## config.mk

```make
export PLATFORM = sky130hd
export DESIGN_NAME = ceds_top
export DESIGN_NICKNAME = d
export VERILOG_FILES = /design/src/design/ceds_pkg.sv /design/src/design/ceds_chan_seq.sv /design/src/design/ceds_top.sv
export SDC_FILE = /design/constraint.sdc
export NUM_CORES = 2
export LEC_CHECK = 0
export BUFFER_PORTS_ARGS = -buffer_cell sky130_fd_sc_hd__buf_2
export CAP_MARGIN = 10
export CELL_PAD_IN_SITES_DETAIL_PLACEMENT = 0
export CELL_PAD_IN_SITES_GLOBAL_PLACEMENT = 1
export CORE_ASPECT_RATIO = 0.75
export CORE_UTILIZATION = 25
export DETAILED_ROUTE_END_ITERATION = 16
export PLACE_DENSITY = 0.47
export REMOVE_ABC_BUFFERS = 1
export SLEW_MARGIN = 20
export SYNTH_ARGS = -nofsm -noshare
export SYNTH_HDL_FRONTEND = slang
export SYNTH_SLANG_ARGS = --single-unit
```

## constraint.sdc

```tcl
create_clock -name CLOCK -period 4.54 [get_ports CLOCK]
set_input_delay 0.454 -clock CLOCK [delete_from_list [all_inputs] [get_ports CLOCK]]
set_output_delay 0.454 -clock CLOCK [all_outputs]
set_load 0.02 [all_outputs]
```

## src/design/ceds_pkg.sv

```systemverilog
// Shared constants and types of the channel enable delay sequencer.
package ceds_pkg;

  // Number of independent paths and their slots.
  localparam int CEDS_NUM_CH = 4;
  localparam int CEDS_CH_TX_ONE = 0;
  localparam int CEDS_CH_TX_TWO = 1;
  localparam int CEDS_CH_RX_ONE = 2;
  localparam int CEDS_CH_RX_TWO = 3;

  // Width of each programmed delay in clock cycles.
  localparam int CEDS_DLY_W = 16;
  // Counter width, two bits above the delays so sums never wrap.
  localparam int CEDS_CNT_W = CEDS_DLY_W + 2;

  // Clock rate and the analog power-up time without PLL retuning.
  localparam int CEDS_CLK_HZ = 40_000_000;
  localparam int CEDS_SETUP_US = 8;
  // Least time, so it rounds up to whole cycles.
  localparam int CEDS_SETUP_CYC =
    (CEDS_SETUP_US * (CEDS_CLK_HZ / 1000) + 999) / 1000;

  // Register byte offsets.
  localparam logic [11:0] CEDS_CTRL_OFS = 12'h000;
  localparam logic [11:0] CEDS_STATUS_OFS = 12'h004;
  localparam logic [11:0] CEDS_DLY_BASE = 12'h040;
  localparam logic [11:0] CEDS_DLY_END = 12'h0C0;
  // Delay word index within a channel block of eight words.
  localparam logic [2:0] CEDS_F_RISE_ON = 3'h0;
  localparam logic [2:0] CEDS_F_RISE_ANA = 3'h1;
  localparam logic [2:0] CEDS_F_GUARD = 3'h2;
  localparam logic [2:0] CEDS_F_HOLD = 3'h3;
  localparam logic [2:0] CEDS_F_FALL_OFF = 3'h4;

  // Control field positions.
  localparam int CEDS_CTRL_PRIMED_LSB = 0;
  localparam int CEDS_CTRL_SPI_MODE_LSB = 4;
  localparam int CEDS_CTRL_SPI_REQ_LSB = 8;
  // Status field positions.
  localparam int CEDS_ST_ANA_LSB = 8;
  localparam int CEDS_ST_EXT_LSB = 12;
  localparam int CEDS_ST_DATA_LSB = 16;

  // Reset values.
  localparam logic [CEDS_DLY_W-1:0] CEDS_DLY_RST = 16'h0000;
  localparam logic [3:0] CEDS_CTRL_RST = 4'h0;

  // Sequencer states, Gray coded along idle, rise, on, fall.
  typedef enum logic [1:0] {
    CEDS_IDLE = 2'b00,
    CEDS_RISE = 2'b01,
    CEDS_ON = 2'b11,
    CEDS_FALL = 2'b10
  } ceds_state_t;

  // Delay set of one channel.
  typedef struct packed {
    logic [CEDS_DLY_W-1:0] rise_on;
    logic [CEDS_DLY_W-1:0] rise_ana;
    logic [CEDS_DLY_W-1:0] guard;
    logic [CEDS_DLY_W-1:0] hold;
    logic [CEDS_DLY_W-1:0] fall_off;
  } ceds_dly_t;

  // Controls that one channel drives.
  typedef struct packed {
    logic ana;
    logic ext;
    logic data;
  } ceds_path_t;

endpackage

```

## src/design/ceds_chan_seq.sv

```systemverilog
// One path's delayed enable sequencer.
`timescale 1ns/1ps
`default_nettype none
module ceds_chan_seq
  import ceds_pkg::*;
#(
  parameter bit IS_TX = 1'b1,
  parameter int SETUP_CYC = CEDS_SETUP_CYC
) (
  input wire logic clk,
  input wire logic rst,
  input wire logic load,
  input wire ceds_dly_t cfg,
  input wire logic req,
  output ceds_path_t path,
  output ceds_state_t state
);

  // Whole state of the channel.
  typedef struct packed {
    ceds_state_t st;
    logic [CEDS_CNT_W-1:0] cnt;
    ceds_dly_t dly;
    logic req_q;
    ceds_path_t out;
  } ceds_chan_t;

  ceds_chan_t chan_reg;
  ceds_chan_t chan_next;

  // Widened delays and the end of analog power-up.
  logic [CEDS_CNT_W-1:0] t_on;
  logic [CEDS_CNT_W-1:0] t_ana;
  logic [CEDS_CNT_W-1:0] t_setup;
  logic [CEDS_CNT_W-1:0] t_hold;
  logic [CEDS_CNT_W-1:0] t_off;
  logic rise;
  logic fall;

  assign t_on = {2'b00, chan_reg.dly.rise_on};
  assign t_ana = {2'b00, chan_reg.dly.rise_ana};
  assign t_setup = t_ana + CEDS_CNT_W'(SETUP_CYC);
  assign t_hold = {2'b00, chan_reg.dly.hold};
  // Receive paths use their hold delay as the fall-to-off delay.
  assign t_off = IS_TX ? {2'b00, chan_reg.dly.fall_off} : t_hold;
  assign rise = req & ~chan_reg.req_q;
  assign fall = ~req & chan_reg.req_q;

  // Next state; the counter runs from the detected edge.
  always_comb begin
    chan_next = chan_reg;
    chan_next.req_q = req;
    // Delays are copied only when the channel is primed.
    if (load) begin
      chan_next.dly = cfg;
    end
    if (&chan_reg.cnt == 1'b0) begin
      chan_next.cnt = chan_reg.cnt + 1'b1;
    end
    // A fresh edge abandons any pending count.
    if (rise) begin
      chan_next.st = CEDS_RISE;
      chan_next.cnt = '0;
      chan_next.out.data = 1'b1;
    end else if (fall) begin
      chan_next.st = CEDS_FALL;
      chan_next.cnt = '0;
    end else begin
      case (chan_reg.st)
        CEDS_RISE: begin
          // Analog power-up starts after its own delay.
          if (chan_reg.cnt >= t_ana) begin
            chan_next.out.ana = 1'b1;
          end
          // Switch or LNA waits for its delay and for power-up.
          if (chan_reg.cnt >= t_on && chan_reg.cnt >= t_setup) begin
            chan_next.out.ext = 1'b1;
            chan_next.st = CEDS_ON;
          end
        end
        CEDS_FALL: begin
          // Data keeps flowing for the hold delay.
          if (chan_reg.cnt >= t_hold) begin
            chan_next.out.data = 1'b0;
          end
          // Switch back and analog down after fall-to-off.
          if (chan_reg.cnt >= t_off) begin
            chan_next.out.ext = 1'b0;
            chan_next.out.ana = 1'b0;
          end
          if (chan_reg.cnt >= t_hold && chan_reg.cnt >= t_off) begin
            chan_next.st = CEDS_IDLE;
          end
        end
        default: begin
          // Idle and on wait for the next edge.
          chan_next.st = chan_reg.st;
        end
      endcase
    end
  end

  // State register.
  always_ff @(posedge clk) begin
    if (rst) begin
      chan_reg <= '{st: CEDS_IDLE, cnt: '0,
                    dly: '{CEDS_DLY_RST, CEDS_DLY_RST, CEDS_DLY_RST,
                           CEDS_DLY_RST, CEDS_DLY_RST},
                    req_q: 1'b0, out: '0};
    end else begin
      chan_reg <= chan_next;
    end
  end

  assign path = chan_reg.out;
  assign state = chan_reg.st;

endmodule
`default_nettype wire

```

## src/design/ceds_top.sv

```systemverilog
// Four-path enable delay sequencer with its AHB-Lite register slave.
//
// Register access over AHB-Lite and the placing of the registers are this design's own decisions.
`timescale 1ns/1ps
`default_nettype none
module ceds_top
  import ceds_pkg::*;
#(
  parameter int SETUP_CYC = CEDS_SETUP_CYC
) (
  input wire logic CLOCK,
  input wire logic RESET,
  // AHB-Lite slave.
  input wire logic HSEL,
  input wire logic [31:0] HADDR,
  input wire logic [1:0] HTRANS,
  input wire logic HWRITE,
  input wire logic [2:0] HSIZE,
  input wire logic [31:0] HWDATA,
  input wire logic HREADY,
  output logic [31:0] HRDATA,
  output logic HREADYOUT,
  output logic HRESP,
  // Path requests from the baseband.
  input wire logic TX_PATH_ONE_REQUEST,
  input wire logic TX_PATH_TWO_REQUEST,
  input wire logic RX_PATH_ONE_REQUEST,
  input wire logic RX_PATH_TWO_REQUEST,
  // Antenna switch to transmit, one per transmit path.
  output logic [1:0] TX_ANT_SWITCH,
  // External LNA power, one per receive path.
  output logic [1:0] RX_LNA_ON,
  // Analog front-end power, index per channel slot.
  output logic [3:0] ANALOG_POWER,
  // Data interface enable (unmask), index per channel slot.
  output logic [3:0] DATA_ENABLE
);

  // Whole register-side state.
  typedef struct packed {
    logic [3:0] primed;
    logic [3:0] spi_mode;
    logic [3:0] spi_req;
    logic [3:0] load;
    ceds_dly_t [CEDS_NUM_CH-1:0] cfg;
    logic wr_pend;
    logic [11:0] wr_addr;
    logic rd_wait;
    logic [11:0] rd_addr;
    logic [31:0] hrdata;
    logic hready;
  } ceds_top_t;

  ceds_top_t top_reg;
  ceds_top_t top_next;

  // Per-channel outputs and states from the sequencers.
  ceds_path_t [CEDS_NUM_CH-1:0] path;
  ceds_state_t [CEDS_NUM_CH-1:0] state;
  // Pin requests in channel order.
  logic [3:0] pin_req;
  // Request presented to each sequencer.
  logic [3:0] req;
  // An accepted address phase.
  logic take;
  // Status word assembled from the sequencers.
  logic [31:0] status;

  assign pin_req = {RX_PATH_TWO_REQUEST, RX_PATH_ONE_REQUEST,
                    TX_PATH_TWO_REQUEST, TX_PATH_ONE_REQUEST};
  assign take = HSEL & HTRANS[1] & HREADY;

  // Each primed channel follows its pin or its software request.
  always_comb begin
    for (int i = 0; i < CEDS_NUM_CH; i++) begin
      req[i] = top_reg.primed[i] &
               (top_reg.spi_mode[i] ? top_reg.spi_req[i] : pin_req[i]);
    end
  end

  // Status: two state bits per channel, then the live controls.
  always_comb begin
    status = '0;
    for (int i = 0; i < CEDS_NUM_CH; i++) begin
      status[2*i +: 2] = state[i];
      status[CEDS_ST_ANA_LSB + i] = path[i].ana;
      status[CEDS_ST_EXT_LSB + i] = path[i].ext;
      status[CEDS_ST_DATA_LSB + i] = path[i].data;
    end
  end

  // Read mux for one word address; unmapped words read zero.
  function automatic logic [31:0] rd_word(input logic [11:0] a,
                                          input ceds_top_t s,
                                          input logic [31:0] st);
    logic [1:0] ch;
    logic [31:0] v;
    // Slot blocks start at the delay base, so bit 6 is flipped back.
    ch = a[6:5] ^ 2'b10;
    v = '0;
    if (a == CEDS_CTRL_OFS) begin
      v[CEDS_CTRL_PRIMED_LSB +: 4] = s.primed;
      v[CEDS_CTRL_SPI_MODE_LSB +: 4] = s.spi_mode;
      v[CEDS_CTRL_SPI_REQ_LSB +: 4] = s.spi_req;
    end else if (a == CEDS_STATUS_OFS) begin
      v = st;
    end else if (a >= CEDS_DLY_BASE && a < CEDS_DLY_END) begin
      case (a[4:2])
        CEDS_F_RISE_ON: v[CEDS_DLY_W-1:0] = s.cfg[ch].rise_on;
        CEDS_F_RISE_ANA: v[CEDS_DLY_W-1:0] = s.cfg[ch].rise_ana;
        CEDS_F_GUARD: v[CEDS_DLY_W-1:0] = s.cfg[ch].guard;
        CEDS_F_HOLD: v[CEDS_DLY_W-1:0] = s.cfg[ch].hold;
        CEDS_F_FALL_OFF: v[CEDS_DLY_W-1:0] = s.cfg[ch].fall_off;
        default: v = '0;
      endcase
    end
    return v;
  endfunction

  // Bus slave and register file next state.
  always_comb begin
    logic [1:0] ch;
    // The delay base sets bit 6, so slot zero decodes as 2'b10 raw.
    ch = top_reg.wr_addr[6:5] ^ 2'b10;
    top_next = top_reg;
    top_next.load = '0;
    top_next.wr_pend = 1'b0;
    top_next.hready = 1'b1;
    // Write data phase: stores the word taken in the address phase.
    if (top_reg.wr_pend) begin
      if (top_reg.wr_addr == CEDS_CTRL_OFS) begin
        top_next.primed = HWDATA[CEDS_CTRL_PRIMED_LSB +: 4];
        top_next.spi_mode = HWDATA[CEDS_CTRL_SPI_MODE_LSB +: 4];
        top_next.spi_req = HWDATA[CEDS_CTRL_SPI_REQ_LSB +: 4];
        // Priming a channel hands it its delay set.
        top_next.load = HWDATA[CEDS_CTRL_PRIMED_LSB +: 4] & ~top_reg.primed;
      end else if (top_reg.wr_addr >= CEDS_DLY_BASE &&
                   top_reg.wr_addr < CEDS_DLY_END) begin
        case (top_reg.wr_addr[4:2])
          CEDS_F_RISE_ON: top_next.cfg[ch].rise_on = HWDATA[CEDS_DLY_W-1:0];
          CEDS_F_RISE_ANA: begin
            // Zero is the advised value for short paths.
            top_next.cfg[ch].rise_ana = HWDATA[CEDS_DLY_W-1:0];
          end
          CEDS_F_GUARD: begin
            // Stored and read back only; the sequencer ignores it.
            top_next.cfg[ch].guard = HWDATA[CEDS_DLY_W-1:0];
          end
          CEDS_F_HOLD: begin
            // Hold also covers guard data at the frame end.
            top_next.cfg[ch].hold = HWDATA[CEDS_DLY_W-1:0];
          end
          CEDS_F_FALL_OFF: begin
            top_next.cfg[ch].fall_off = HWDATA[CEDS_DLY_W-1:0];
          end
          default: begin
            top_next.wr_pend = 1'b0;
          end
        endcase
      end
    end
    // A read waits one cycle so that a write just before it is seen.
    if (top_reg.rd_wait) begin
      top_next.rd_wait = 1'b0;
      top_next.hrdata = rd_word(top_reg.rd_addr, top_next, status);
    end else if (take) begin
      if (HWRITE) begin
        top_next.wr_pend = 1'b1;
        top_next.wr_addr = {HADDR[11:2], 2'b00};
      end else begin
        top_next.rd_wait = 1'b1;
        top_next.rd_addr = {HADDR[11:2], 2'b00};
        top_next.hready = 1'b0;
      end
    end
  end

  // Register all slave state.
  always_ff @(posedge CLOCK) begin
    if (RESET) begin
      top_reg <= '{primed: CEDS_CTRL_RST, spi_mode: CEDS_CTRL_RST,
                   spi_req: CEDS_CTRL_RST, load: '0,
                   cfg: '0, wr_pend: 1'b0, wr_addr: '0, rd_wait: 1'b0,
                   rd_addr: '0, hrdata: '0, hready: 1'b1};
    end else begin
      top_reg <= top_next;
    end
  end

  // One independent sequencer per path, two transmit then two receive.
  // The 8 us setup count gates the switch and LNA.
  for (genvar g = 0; g < CEDS_NUM_CH; g++) begin : g_ch
    ceds_chan_seq #(
      .IS_TX(g < 2),
      .SETUP_CYC(SETUP_CYC)
    ) u_seq (
      .clk(CLOCK),
      .rst(RESET),
      .load(top_reg.load[g]),
      .cfg(top_reg.cfg[g]),
      .req(req[g]),
      .path(path[g]),
      .state(state[g])
    );
  end

  // Pin outputs come straight from the sequencer flip-flops.
  assign TX_ANT_SWITCH = {path[CEDS_CH_TX_TWO].ext, path[CEDS_CH_TX_ONE].ext};
  assign RX_LNA_ON = {path[CEDS_CH_RX_TWO].ext, path[CEDS_CH_RX_ONE].ext};
  assign ANALOG_POWER = {path[3].ana, path[2].ana, path[1].ana, path[0].ana};
  assign DATA_ENABLE = {path[3].data, path[2].data, path[1].data,
                        path[0].data};
  assign HRDATA = top_reg.hrdata;
  assign HREADYOUT = top_reg.hready;
  // Every transfer is answered OKAY.
  assign HRESP = 1'b0;

endmodule
`default_nettype wire

```

==> flow_summary.json <==
{
  "synth_common_cells": "dfxtp_1 (699), nor2_1 (685), a21oi_1 (377)",
  "grt_pass1_vias": 33080,
  "fillers": 16260,
  "slew_viol_final": 0,
  "synth_xor_area_frac": 0.01976,
  "grt_max_degree": 94,
  "fin_cells": 6749,
  "cp.buffers_inverters": 1,
  "dr.pass1.iters": 5,
  "syn-cell-area_sq_um": 38120,
  "antenna_found_initial": 25,
  "hp-start": "HWRITE",
  "combPwrFrac": 0.088,
  "arrival_ns": 4.86,
  "multi_input_area_sq_um": 21800,
  "synthFlopType": "dfxtp_1",
  "ant_nets": 0,
  "largest_reg_flops": 358,
  "power-per-cell-area_nw_per_um2": 332.9,
  "die_h_microns": 340.2,
  "register_area_sq_um": 14010,
  "start_kind": "flop",
  "synth_area_leaders": "dfxtp_1 (37%), ha_1 (9.7%), mux2i_1 (7.7%)",
  "fp.dieW_microns": 452.9,
  "wl_mm": 205.6,
  "synth-compound-area-share": 0.1729,
  "io_buffers": 68,
  "ys_ff_latch": 699,
  "tns_ns": 0,
  "fmax_mhz": 237.0,
  "cp-startpoint": "top_reg[50]",
  "cts_tree": "yes",
  "switching_power_w": 0.004085,
  "fin_nets": 5052,
  "critPathKind": "flop to flop",
  "critPathCaptureType": "flop",
  "dp_hpwl_mm": 158.5,
  "cts.sinks": 699,
  "switching_share": 0.2764,
  "drc_errors": 0,
  "core_area_sq_um": 150700,
  "clk_pin_slew_ns": 0.06,
  "start_util": 0.2530,
  "cp_num_cells": 9,
  "drv_cap": 0,
  "synth_edf_count": 0,
  "clockPowerShare": 0.480,
  "synthArstFlopShare": 0,
  "drive_gt1_frac": 0.1111,
  "seqPwrFrac": 0.432,
  "clock_path_buffers": 3,
  "rsz0062_at_grt": "no",
  "dp_cells": 6584,
  "status": "complete, no violations",
  "rows": 123,
  "dieArea_sq_um": 154100,
  "min_period_over_period": 0.9293,
  "synth_top_family_by_area": "simple AND/OR/NAND/NOR gates",
  "synth-simple-area-share": 0.1964,
  "synth_area_per_cell_sq_um": 8.272,
  "crit_family": "simple AND/OR/NAND/NOR gates",
  "synth_top_cell_area_share": 0.3670,
  "power_w": 0.01478,
  "r2r_start": "top_reg[50]",
  "power.static_leakage_nw": 16.43,
  "reg2reg_depth": 9,
  "required_ns": 5.18,
  "seq_area_frac_synth": 0.3670,
  "post_synth_mux_area_share": 0.08198,
  "worst_pin_slew_ns": 1.242,
  "critPathMaxFanout": 12,
  "setup_violations": 0,
  "timing.final.crit_period_ns": 4.219,
  "hp-class": "primary input to flop",
  "area_delta_synth_final_pct": 16.44,
  "cts-root-buf": "clkbuf_16",
  "grt_use_total": 0.2614,
  "slowest_stage": "or3b_1",
  "vias": 35680,
  "yosysWarnings": 0,
  "numCtsBuffers": 82,
  "grt_pass1_wl_mm": 280.9,
  "grt-ovfl-total": 0,
  "viasPerCell": 5.287,
  "post_cts_resize_count": 0,
  "htree_levels": 3,
  "whs_path_depth": 3,
  "hold_viol_final": 0,
  "insertion_delay_ns": 0.74,
  "synthAdderAreaFrac": 0.09714,
  "ir_worst_vdd_mv": 0.2767,
  "syn_inst": 4609,
  "slowest_delay_ns": 0.81,
  "io_pins": 124,
  "slew_headroom": 0.1714,
  "internal_power_w": 0.01069,
  "skew_ns": 0.04530,
  "synth.most_common_cell": "dfxtp_1",
  "synth_top_cell_by_area": "dfxtp_1",
  "place_congestion": 1.037,
  "worstPathCellList": "or3b_1 > nor3_1 > nand2_1 > o21ai_0 > a2bb2oi_1 > buf_4 > o2111ai_1 > a211o_1 > a21oi_1",
  "initialDrtViolationCount": 3991,
  "wl_per_cell_microns": 30.46,
  "synth_cell_types": 92
}
through the flow:
| stage | worst slack (ns) | hold WS (ns) | utilization | cell area [sq um] |
|---|---|---|---|---|
| after floorplan | 0.5095 | 0.4183 | - | 36690 |
| final | 0.3211 | 0.1320 | 0.2946 | 44390 |
| after CTS | 0.5001 | 0.1306 | 0.2944 | 44360 |
| after detailed placement | 0.4774 | 0.4279 | 0.2753 | 41470 |
| after global placement | 0.5948 | 0.4286 | 0.2753 | 41470 |
| after global routing | 0.3156 | 0.1219 | 0.2945 | 44370 |
power by group through the flow:
stage | logic (W) | clock network (W) | registers (W)
global route | 0.00138 | 0.00750 | 0.00639
global placement | 0.00127 | 0 | 0.00653
CTS | 0.00128 | 0.00725 | 0.00639
detailed placement | 0.00126 | 0 | 0.00653
finish | 0.00130 | 0.00709 | 0.00639
floorplan | 0.000629 | 0 | 0.00644
routing by layer:
metal	global-route usage	vias to the layer above	routed length (microns)
met5	0	-	62
li1	-	16390	-
met2	0.3458	1376	78270
met4	0.07288	10	6341
met1	0.4088	17620	103700
met3	0.05919	282	17190
worst reg2reg max path, delay by kind of cell (launching register included):
kind,cells,cell delay (ns)
AO/OA/AOI/OAI,5,1.49
buffers and inverters,1,0.18
AND/OR/NAND/NOR,3,1.92
flip-flops,1,0.56
area by class of cell:
type / count / area share
Multi-Input combinational cell: 3329 / 0.4911
Sequential cell: 699 / 0.3156
Clock buffer: 119 / 0.05674
Tap cell: 2000 / 0.05637
Timing Repair Buffer: 302 / 0.05141
Inverter: 264 / 0.02238
Clock inverter: 29 / 0.006032
Antenna cell: 7 / 0.0003946
cells by family (layout without fill, tap and decap cells):
logic type	after synthesis	after routing
flops	699	699
simple gates	1548	1548
compound gates	1082	1082
buf+inv	593	714
xor+xnor	86	86
mux	304	304
other cells	1	20
fa+ha+maj	296	296
cells in the final DEF, fill, tap and decap left out, types with 100 or more instances in the layout:
cell	synthesis	routed
buf_4	47	212
o21ai_0	255	253
ha_1	296	296
a21oi_1	377	377
mux2i_1	292	292
and2_1	100	100
inv_1	261	261
nand2_1	272	272
nor2_1	685	682
dfxtp_1	699	691
worst paths after layout:
kind / end / slack [ns]
worst max-delay path: HRDATA[8] / 0.32
worst min-delay path: HREADYOUT / 0.13
worst max register to register: HRDATA[8] / 0.32
worst min register to register: top_reg[380] / 0.44
timing repair:
item	in CTS	in global routing
hold endpoints to repair	19	0
hold buffers	10	0
setup buffers	0	0
(Power assumes the default switching activity.)
